`src/verilog/tbg_regs.vh`:
```
// register offsets, field positions, reset values and timing counts of the pattern block
`ifndef TBG_REGS_VH
`define TBG_REGS_VH
// ****************************************************************
// register offsets
// ****************************************************************
`define TBG_CTRL_OFS 12'h000
`define TBG_CMD_OFS 12'h004
`define TBG_DELAY_OFS 12'h008
`define TBG_MSG_OFS 12'h00c
`define TBG_SYNC_OFS 12'h010
`define TBG_STATUS_OFS 12'h014
`define TBG_BITS_OFS 12'h018
`define TBG_ERRS_OFS 12'h01c
// ****************************************************************
// field positions
// ****************************************************************
`define TBG_CTRL_RANDOM 0
`define TBG_CTRL_EXTSRC 1
`define TBG_CTRL_CORR 2
`define TBG_CTRL_MOBILE 3
`define TBG_CTRL_CONT 4
`define TBG_CMD_SEND 0
`define TBG_CMD_STOP 1
`define TBG_CMD_ARM 2
`define TBG_CMD_DISARM 3
`define TBG_CMD_TRIG 4
`define TBG_ST_SENDING 0
`define TBG_ST_ARMED 1
`define TBG_ST_MEAS 2
`define TBG_ST_DONE 3
`define TBG_ST_ERR 4
`define TBG_ST_SYNCED 5
// ****************************************************************
// reset values and limits
// ****************************************************************
`define TBG_CTRL_RST 5'h04
`define TBG_DELAY_RST 11'h000
`define TBG_DELAY_MAX 11'h797
`define TBG_MSG_RST 32'h00000000
`define TBG_SYNC_RST 28'h0000000
`define TBG_LFSR_SEED 9'h1ff
`define TBG_SLOT_BITS 324
`define TBG_BIT_DIV 8
`endif

```
`src/verilog/tbg_prbs.v`:
```
// pseudo-random bit source with restart and step controls
`timescale 1ns/10ps
`include "tbg_regs.vh"
module tbg_prbs #(
  parameter W = 9
) (
  input wire pclk,
  input wire presetn,
  input wire restart,
  input wire step,
  output wire bit_out
);
  reg [W-1:0] lfsr;
  // ****************************************************************
  // shift register
  // ****************************************************************
  // reproducible sequence
  always @(posedge pclk or negedge presetn) begin
    if (!presetn) begin
      lfsr <= `TBG_LFSR_SEED;
    end else if (restart) begin
      lfsr <= `TBG_LFSR_SEED;
    end else if (step) begin
      lfsr <= {lfsr[W-2:0], lfsr[W-1] ^ lfsr[4]};
    end
  end
  assign bit_out = lfsr[W-1];
endmodule

```
`src/verilog/tbg_top.v`:
```
// pattern generator, source selector and bit error analyzer with apb registers
// How it works
// - analyzer compares demodulated bits against the generator reference, counts errors
// - with correlation on, analyzer hunts the sync word and aligns to it
// - with correlation off, base station measurement starts at any bit position
// - correlation off with mobile slot type gives error status, no valid result
// - after send and frame clock rise, output waits programmed bits, 1 to 1943
// - bit delay applies to internal data only; external data passes undelayed
// - internal delayed stream feeds modulator, analyzer and rear baseband output
// - random mode emits pseudo-random data in every slot while sending
// - random mode analyzer reference is the identical generator sequence
// - repeat mode sends the message pattern again in every slot
// - source selector routes internal or external data to all three sinks
// - armed analyzer starts measuring at trigger; trigger needed after configuration
// - configuration change while armed aborts and re-arms with new settings
// - configuration change stops generator; a new send request is needed
// - send starts output at once with zero delay, else after delay
// - stop request ends generator output
`timescale 1ns/10ps
`include "tbg_regs.vh"
module tbg_top #(
  parameter BIT_DIV = `TBG_BIT_DIV,
  parameter SLOT_BITS = `TBG_SLOT_BITS,
  parameter MEAS_BITS = 16'd648
) (
  input wire pclk,
  input wire presetn,
  input wire psel,
  input wire penable,
  input wire pwrite,
  input wire [11:0] paddr,
  input wire [31:0] pwdata,
  output reg [31:0] prdata,
  output wire pready,
  output wire pslverr,
  input wire frame_clk,
  input wire ext_bb_data,
  input wire demod_data,
  output reg modulator_data,
  output reg analyzer_data,
  output reg rear_baseband_output,
  output wire bit_strobe
);
  localparam G_IDLE = 2'd0;
  localparam G_WAIT = 2'd1;
  localparam G_DELAY = 2'd2;
  localparam G_SEND = 2'd3;
  localparam A_IDLE = 2'd0;
  localparam A_ARMED = 2'd1;
  localparam A_HUNT = 2'd2;
  localparam A_MEAS = 2'd3;
  reg [4:0] ctrl;
  reg [10:0] delay;
  reg [31:0] msg;
  reg [27:0] sync_word;
  reg [1:0] gst;
  reg [1:0] ast;
  reg [10:0] dcnt;
  reg [8:0] slot_pos;
  reg [15:0] bit_cnt;
  reg [15:0] err_cnt;
  reg [27:0] shreg;
  reg done;
  reg meas_err;
  reg synced;
  reg [7:0] div;
  reg [2:0] fsync;
  reg [2:0] xsync;
  reg [2:0] dsync;
  reg ref_sel;
  wire wr = psel & penable & pwrite;
  wire rd_setup = psel & ~penable & ~pwrite;
  wire tick = (div == BIT_DIV - 1);
  wire frame_rise = fsync[1] & ~fsync[2];
  wire ext_bit = xsync[2];
  wire rx_bit = dsync[2];
  wire cfg_wr = wr & ((paddr == `TBG_CTRL_OFS) | (paddr == `TBG_DELAY_OFS) |
    (paddr == `TBG_MSG_OFS) | (paddr == `TBG_SYNC_OFS));
  wire cmd_wr = wr & (paddr == `TBG_CMD_OFS);
  wire prbs_gen;
  wire prbs_ref;
  wire int_bit;
  wire src_bit;
  wire ref_bit;
  assign pready = 1'b1;
  assign pslverr = 1'b0;
  assign bit_strobe = tick;
  // ****************************************************************
  // pin synchronisers and bit clock
  // ****************************************************************
  always @(posedge pclk or negedge presetn) begin
    if (!presetn) begin
      fsync <= 3'h0;
      xsync <= 3'h0;
      dsync <= 3'h0;
      div <= 8'h00;
    end else begin
      fsync <= {fsync[1:0], frame_clk};
      xsync <= {xsync[1:0], ext_bb_data};
      dsync <= {dsync[1:0], demod_data};
      div <= tick ? 8'h00 : div + 8'h01;
    end
  end
  // ****************************************************************
  // registers
  // ****************************************************************
  always @(posedge pclk or negedge presetn) begin
    if (!presetn) begin
      ctrl <= `TBG_CTRL_RST;
      delay <= `TBG_DELAY_RST;
      msg <= `TBG_MSG_RST;
      sync_word <= `TBG_SYNC_RST;
    end else if (wr) begin
      if (paddr == `TBG_CTRL_OFS) begin
        ctrl <= pwdata[4:0];
      end else if (paddr == `TBG_DELAY_OFS) begin
        delay <= (pwdata > {21'h0, `TBG_DELAY_MAX}) ? `TBG_DELAY_MAX : pwdata[10:0];
      end else if (paddr == `TBG_MSG_OFS) begin
        msg <= pwdata;
      end else if (paddr == `TBG_SYNC_OFS) begin
        sync_word <= pwdata[27:0];
      end
    end
  end
  always @(posedge pclk or negedge presetn) begin
    if (!presetn) begin
      prdata <= 32'h00000000;
    end else if (rd_setup) begin
      if (paddr == `TBG_CTRL_OFS) begin
        prdata <= {27'h0, ctrl};
      end else if (paddr == `TBG_DELAY_OFS) begin
        prdata <= {21'h0, delay};
      end else if (paddr == `TBG_MSG_OFS) begin
        prdata <= msg;
      end else if (paddr == `TBG_SYNC_OFS) begin
        prdata <= {4'h0, sync_word};
      end else if (paddr == `TBG_STATUS_OFS) begin
        prdata <= {26'h0, synced, meas_err, done, ast == A_MEAS || ast == A_HUNT,
          ast != A_IDLE, gst == G_SEND};
      end else if (paddr == `TBG_BITS_OFS) begin
        prdata <= {16'h0, bit_cnt};
      end else if (paddr == `TBG_ERRS_OFS) begin
        prdata <= {16'h0, err_cnt};
      end else begin
        prdata <= 32'h00000000;
      end
    end
  end
  // ****************************************************************
  // generator
  // ****************************************************************
  always @(posedge pclk or negedge presetn) begin
    if (!presetn) begin
      gst <= G_IDLE;
      dcnt <= 11'h000;
      slot_pos <= 9'h000;
    end else if (cfg_wr) begin
      gst <= G_IDLE;
    end else if (cmd_wr && pwdata[`TBG_CMD_STOP]) begin
      gst <= G_IDLE;
    end else if (cmd_wr && pwdata[`TBG_CMD_SEND]) begin
      slot_pos <= 9'h000;
      gst <= (delay == 11'h000) ? G_SEND : G_WAIT;
    end else begin
      case (gst)
        G_WAIT: begin
          if (frame_rise) begin
            dcnt <= delay;
            slot_pos <= 9'h000;
            gst <= (delay == 11'h000) ? G_SEND : G_DELAY;
          end
        end
        G_DELAY: begin
          if (tick) begin
            if (dcnt == 11'h001) begin
              gst <= G_SEND;
            end
            dcnt <= dcnt - 11'h001;
          end
        end
        G_SEND: begin
          if (tick) begin
            slot_pos <= (slot_pos == SLOT_BITS - 1) ? 9'h000 : slot_pos + 9'h001;
          end
        end
        default: begin
          gst <= gst;
        end
      endcase
    end
  end
  tbg_prbs #(
    .W(9)
  ) u_gen_prbs (
    .pclk(pclk),
    .presetn(presetn),
    .restart(gst != G_SEND),
    .step(tick && gst == G_SEND),
    .bit_out(prbs_gen)
  );
  assign int_bit = (gst != G_SEND) ? 1'b0 :
    ctrl[`TBG_CTRL_RANDOM] ? prbs_gen : msg[slot_pos[4:0]];
  assign src_bit = ctrl[`TBG_CTRL_EXTSRC] ? ext_bit : int_bit;
  always @(posedge pclk or negedge presetn) begin
    if (!presetn) begin
      modulator_data <= 1'b0;
      analyzer_data <= 1'b0;
      rear_baseband_output <= 1'b0;
    end else begin
      modulator_data <= src_bit;
      analyzer_data <= src_bit;
      rear_baseband_output <= src_bit;
    end
  end
  // ****************************************************************
  // analyzer
  // ****************************************************************
  // identical reference sequence
  tbg_prbs #(
    .W(9)
  ) u_ref_prbs (
    .pclk(pclk),
    .presetn(presetn),
    .restart(ast != A_MEAS),
    .step(tick && ast == A_MEAS),
    .bit_out(prbs_ref)
  );
  assign ref_bit = ref_sel ? prbs_ref : msg[bit_cnt[4:0]];
  always @(posedge pclk or negedge presetn) begin
    if (!presetn) begin
      ast <= A_IDLE;
      bit_cnt <= 16'h0000;
      err_cnt <= 16'h0000;
      shreg <= 28'h0000000;
      done <= 1'b0;
      meas_err <= 1'b0;
      synced <= 1'b0;
      ref_sel <= 1'b0;
    end else if (cfg_wr && ast != A_IDLE) begin
      ast <= A_ARMED;
      done <= 1'b0;
    end else if (cmd_wr && pwdata[`TBG_CMD_DISARM]) begin
      ast <= A_IDLE;
    end else if (cmd_wr && pwdata[`TBG_CMD_ARM]) begin
      ast <= A_ARMED;
      done <= 1'b0;
    end else begin
      if (tick) begin
        shreg <= {shreg[26:0], rx_bit};
      end
      case (ast)
        A_ARMED: begin
          if (cmd_wr && pwdata[`TBG_CMD_TRIG]) begin
            bit_cnt <= 16'h0000;
            err_cnt <= 16'h0000;
            synced <= 1'b0;
            ref_sel <= ctrl[`TBG_CTRL_RANDOM];
            meas_err <= ~ctrl[`TBG_CTRL_CORR] & ctrl[`TBG_CTRL_MOBILE];
            if (!ctrl[`TBG_CTRL_CORR] && ctrl[`TBG_CTRL_MOBILE]) begin
              done <= 1'b1;
              ast <= ctrl[`TBG_CTRL_CONT] ? A_ARMED : A_IDLE;
            end else begin
              ast <= ctrl[`TBG_CTRL_CORR] ? A_HUNT : A_MEAS;
            end
          end
        end
        A_HUNT: begin
          if (shreg == sync_word) begin
            synced <= 1'b1;
            ast <= A_MEAS;
          end
        end
        A_MEAS: begin
          if (tick) begin
            bit_cnt <= bit_cnt + 16'h0001;
            if (rx_bit != ref_bit) begin
              err_cnt <= err_cnt + 16'h0001;
            end
            if (bit_cnt == MEAS_BITS - 16'h0001) begin
              done <= 1'b1;
              ast <= ctrl[`TBG_CTRL_CONT] ? A_ARMED : A_IDLE;
            end
          end
        end
        default: begin
          ast <= ast;
        end
      endcase
    end
  end
endmodule
```
`config.mk`:
```
export PLATFORM = sky130hd
export DESIGN_NAME = tbg_top
export DESIGN_NICKNAME = d
export VERILOG_FILES = /design/src/verilog/tbg_prbs.v /design/src/verilog/tbg_top.v
export VERILOG_INCLUDE_DIRS = /design/src /design/src/verilog
export SDC_FILE = /design/constraint.sdc
export NUM_CORES = 1
export LEC_CHECK = 0
export BUFFER_PORTS_ARGS = -buffer_cell sky130_fd_sc_hd__buf_2
export CAP_MARGIN = 20
export CORE_ASPECT_RATIO = 0.5
export CORE_UTILIZATION = 55
export DETAILED_ROUTE_END_ITERATION = 7
export PLACE_DENSITY = 0.77
export SKIP_CTS_REPAIR_TIMING = 1
export SLEW_MARGIN = 25
export SYNTH_ARGS = -nofsm -noshare
export SYNTH_HDL_FRONTEND = slang
export SYNTH_SLANG_ARGS = --single-unit
export TNS_END_PERCENT = 1
```
`constraint.sdc`:
```
create_clock -name pclk -period 2.9 [get_ports pclk]
set_input_delay 0.725 -clock pclk [delete_from_list [all_inputs] [get_ports pclk]]
set_output_delay 0.725 -clock pclk [all_outputs]
set_load 0.02 [all_outputs]
```
=== Yosys cells after proc, flatten, opt, wreduce, memory -nomap -nowiden ===
Cells that the tools add are included.

* Bits in registers: 232
* Input bits: 52
* Output and inout port bits: 38
* Word-level logic and storage cells: 201

* Add/subtract/negate cells: 5
* $lt $le $gt $ge: 3
* Equality and inequality tests: 41
* Multiplexer cells: 66
* Bitwise gates (word level): 26
* Reduce and logical (&&, ||, !) cells: 37

{| class="wikitable"
|+ Operators with widths
! cell !! number
|-
| 2-to-1 mux 16 bit || 7
|-
| 2-to-1 mux 32 bit || 3
|-
| 2-to-1 mux 9 bit || 8
|-
| case mux 16 bit (2 select lines) || 2
|-
| == test 12 x 5 -> 1 bit, second input constant || 4
|-
| 2-to-1 mux 11 bit || 3
|-
| adder 16 x 1 -> 16 bit, second input constant || 2
|-
| greater-than comparator 32 x 11 -> 1 bit, second input constant || 1
|-
| 2-to-1 mux 2 bit || 15
|-
| == test 28 bit || 1
|-
| 2-to-1 mux 28 bit || 1
|-
| == test 12 x 4 -> 1 bit, second input constant || 2
|-
| AND reduction 6 bit || 4
|-
| case mux 11 bit (2 select lines) || 1
|-
| inequality test 5 bit, second input constant || 4
|-
| AND reduction 5 bit || 4
|-
| 2-to-1 mux 1 bit || 18
|-
| case mux 9 bit (2 select lines) || 1
|-
| == test 16 x 10 -> 1 bit, second input constant || 1
|-
| inequality test 2 bit, second input constant || 7
|-
| inverter 1 bit || 13
|-
| == test 12 x 3 -> 1 bit, second input constant || 1
|-
| logical NOT 12 bit || 1
|-
| < comparator 5 x 6 -> 1 bit, second input constant || 2
|-
| 37 further kinds || 72
|}

=== Logic depth before layout (Yosys ltp) ===
* Depth after elaboration: 9
* Gate-level depth with buffers: 11
* Gate-level depth less buffers: 9

=== Hierarchy ===
From an unflattened synthesis, not the netlist that was laid out.

* Cell total of the unflattened synthesis: 1117
* Area total of the unflattened synthesis: 11918.9 um^2

{| class="wikitable"
|+ By module, submodules not included
! module !! times used !! cells an instance !! area each (um^2) !! seq. area each (um^2)
|-
| tbg_top || 1 || 1057 || 11155.7 || 5356.4
|-
| tbg_prbs || 2 || 30 || 381.6 || 236.5
|}

=== Worst setup path after synthesis ===
OpenSTA, ideal clock, no wires.

* Path type: input-to-reg
* From: input paddr[9]
* To: register sync_word[10]
* Setup time: 0.125 ns
* Arrival time: 2.822 ns
* Data required time: 2.775 ns
* Setup slack: -0.047 ns
* Cell stages on the path: 7
* Buffers on the path: 1
* Path through: nor4_1 -> nand3_1 -> nor2_1 -> nand2_1 -> nor2_1 -> clkbuf_1 -> mux2_2

* Word-level cells in the longest chain between the ends: 3
* Elaborated cells between the ends (all ways): 8
* Those cells by class: eq/ne: 3; bitwise: 3; reduce/logical: 2

{| class="wikitable"
|+ Ends and longest elaborated chain
! what !! RTL line !! source
|-
| start: declaration || tbg_top.v:31 || <nowiki>input wire [11:0] paddr,</nowiki>
|-
| == test 12 x 4 -> 1 bit (no source line) or logical NOT 12 bit (tied branches) || n/a ||
|-
| inverter 1 bit (no source line) || n/a ||
|-
| AND reduction 5 bit (no source line) * || n/a ||
|-
| end signal: assignment || tbg_top.v:112 || <nowiki>sync_word <= `TBG_SYNC_RST;</nowiki>
|-
| end signal: assignment || tbg_top.v:121 || <nowiki>sync_word <= pwdata[27:0];</nowiki>
|-
| end: declaration || tbg_top.v:55 || <nowiki>reg [27:0] sync_word;</nowiki>
|}

Every way passes the cells marked *; elsewhere a longest branch is shown, timed or not.
A chain may end at the register's enable or synchronous reset.

=== Worst setup path in the final report ===
* From: register div[3]
* To: output bit_strobe

* Word-level cells in the longest chain between the ends: 1

{| class="wikitable"
|+ Ends and longest elaborated chain
! what !! RTL line !! source
|-
| start: declaration || tbg_top.v:66 || <nowiki>reg [7:0] div;</nowiki>
|-
| start signal: assignment || tbg_top.v:101 || <nowiki>div <= tick ? 8'h00 : div + 8'h01;</nowiki>
|-
| == test 8 x 3 -> 1 bit || tbg_top.v:73 || <nowiki>wire tick = (div == BIT_DIV - 1);</nowiki>
|-
| end: declaration || tbg_top.v:42 || <nowiki>output wire bit_strobe</nowiki>
|}

Every way passes these cells.

==> impl_metrics.ini <==
[outcome]
status = finished with violations
failed_checks = negative setup slack

[finish]
multi_input_area_mm2 = 0.00559
instances_no_fill = 1521
synthToLayoutAreaGrowth_pct = 18.4
nFillCells = 1554
fin_nets = 1293
drive_gt1_share_pct = 29.2
register_area_mm2 = 0.00583
antenna_cells = 0

[floorplan]
fp.dieH_um = 105
die_area_mm2 = 0.0219
die_w_um = 208
io_pins = 90
initial_core_util_pct = 56.5
core_mm2 = 0.0207
rows = 37

[critical_path]
path_max_fanout = 7
crit_chain = or4_1 > or3_4 > buf_6 > clkinvlp_4 > buf_12 > buf_8
required_ns = 2.17
r2r-start = bit_cnt[0]$_DFFE_PN0P_
cp.arrival_ns = 2.26
critPathTopFamily = simple AND/OR/NAND/NOR gates
critPathMaxStageDelay_ns = 0.51
cpMaxStageDelayCell = or4_1
start_kind = flop
worstSetupStartpoint = div[3]$_DFF_PN0_
endpoint_kind = primary output
crit_type = flop to primary output
cp_num_buf_inv = 4

[clock_network]
cts_tree = built
clk_pin_slew_ns = 0.07
insertion_delay_ns = 0.53
cts_max_level = 1
cts_root_buffer = clkbuf_16
clk_path_buf_depth = 3
clkSinkCount = 232
cts_buffers = 22

[yosys]
ys_async_sr_fraction_pct = 100
synth_flop_cell = dfrtp_1
ys_types = 69
synthTopCellsByCount = 213 x dfrtp_1, 122 x nand2_1, 95 x mux2_2
yosysSeqAreaShare_pct = 49.7
synth_warnings = 0
yosysTopAreaCellShare_pct = 45.5
synth_area_mm2 = 0.0117
syn-instance-count = 1104
netlist_top_cells_area = dfrtp_1 45%, mux2_2 9.1%, dfstp_2 4.3%
synthesis.nets = 1165
yosysMostFrequentCell = dfrtp_1
synth_area_per_cell_um2 = 10.6
synth_edf_count = 0
ys_ff_latch = 232
yosysTopAreaCell = dfrtp_1

[placed_design]
gp_congestion = 0.927
dp_hpwl_um = 23400
placed_cells = 1472
portBuffers = 87

[routing]
drcViolationCount = 0
first_pass_iters = 8
num_vias = 9809
wire_per_inst_um = 21.5
antenna_left = 0
wirelength_um = 32700
vias_per_cell = 6.45
drtIter0Drc = 840

[power_and_ir_drop]
p_leak_nw = 6.44
switching_share_pct = 24.4
p_total_mw = 7.34
combPwrFrac_pct = 8.6
ir_worst_vdd_mv = 0.303
clock_power_share_pct = 43.1
power.net_switching_mw = 1.79
internal_power_mw = 5.55
p_per_area_mw_per_mm2 = 529
power_frac_seq_pct = 48.4

[flow_run]
maxCapViolCount = 0

[global_route]
grt_pass1_vias = 9528
grt-ovfl-total = 0
grt_max_degree = 88
grt_pass1_wl_um = 52000
grt_usage_pct = 30.4
antenna_found_initial = 0

[sta]
setup_tns_ns = -0.0835
final.min_clock_period_ns = 2.98
timing.final.hold_violations = 0
tightestPinTransition_ns = 1.02
setup_slack_ns = -0.0835
slew_violations = 0
max-slew-margin-rel_pct = 31.4
finalCritPeriodShare_pct = 103
max_freq_mhz = 335
setup_violations = 1
clock_skew_ns = 0.0199
rsz0062_at_grt = yes

[min_path]
min_path_type = input pin to asynchronous set/reset pin
[sequential cells by signal, indices dropped and copies added (netlist names), 2 cells and up]
name	count
msg	32
prdata	32
shreg	28
sync_word	28
bit_cnt	16
err_cnt	16
dcnt	11
delay	11
slot_pos	9
u_gen_prbs.lfsr	9
u_ref_prbs.lfsr	9
div	8
ctrl	5
dsync	3
fsync	3
xsync	3
ast	2
gst	2
[cell usage in the layout (no fill, tap or decap), drive strengths merged, types with 4 or more instances in the layout]
cell type,n
a21o,6
a21oi,28
a221o,13
a221oi,6
a222oi,9
a22oi,5
a31oi,13
and2,8
and3,29
and4,5
buf,174
clkbuf,35
dfrtp,213
dfstp,19
ha,9
inv,18
mux2,97
mux2i,16
mux4,20
nand2,122
nand2b,16
nand3,64
nand4,16
nor2,63
nor2b,5
nor3,11
nor4,18
o211ai,13
o21ai,64
o22ai,10
o31ai,18
or2,6
or3,4
or4,10
xnor2,36
[through the flow]
stage               util [%]  hold slack (ns)  cell area, um^2  worst slack (ns)
floorplan                  -            0.331            11700        -0.0000600
global placement        62.3            0.335            12900           -0.0264
detailed placement      62.3            0.345            12900            -0.112
CTS                     66.1            0.237            13700            -0.425
global route            66.9            0.246            13900            -0.143
finish                  66.9            0.206            13900           -0.0835
[power by group through the flow]
stage	Combinational (mW)	Clock [mW]	Sequential (mW)
global route	0.706	3.31	3.57
CTS	0.630	3.19	3.55
global placement	0.600	0	3.59
floorplan	0.386	0	3.57
detailed placement	0.627	0	3.60
finish	0.631	3.16	3.55
[cells by family after synthesis]
kind of cell	Yosys count	share of synthesized area (%)
AND/OR/NAND/NOR	385	16.1
flip-flops	232	49.7
AO/OA/AOI/OAI	215	12.6
multiplexers	133	14.5
buffers and inverters	90	3.10
XOR/XNOR	38	2.84
adder cells (fa/ha/maj)	9	0.961
other	2	0.0641
[layer usage]
layer	up-vias	GRT usage (%)	wire length (um)
met5	-	0	0
met4	0	8.36	739
met3	56	5.51	2940
met2	475	46.3	14900
met1	4945	44.9	14100
li1	4333	-	-
[worst paths after layout]
kind                                                   to  slack, ns  cells past startpoint
max reg2reg                       err_cnt[12]$_DFFE_PN0P_          0                     10
min in group pclk                      xsync[0]$_DFF_PN0_       0.31                      1
min                                prdata[21]$_DFFE_PN0P_       0.21                      1
max                                            bit_strobe      -0.08                      6
min reg2reg                            dsync[1]$_DFF_PN0_       0.36                      0
max in group asynchronous  u_ref_prbs.lfsr[0]$_DFFE_PN1P_       1.89                      2
[layout make-up]
cell class / instances / share of cell area, %
sequential: 232 / 42.0
multi-input combinational: 782 / 40.2
timing repair buffer: 175 / 9.06
clock buffer: 34 / 4.88
tap: 273 / 2.46
clock inverter: 6 / 0.838
inverter: 19 / 0.541
Power figures use the tool's default switching activity.
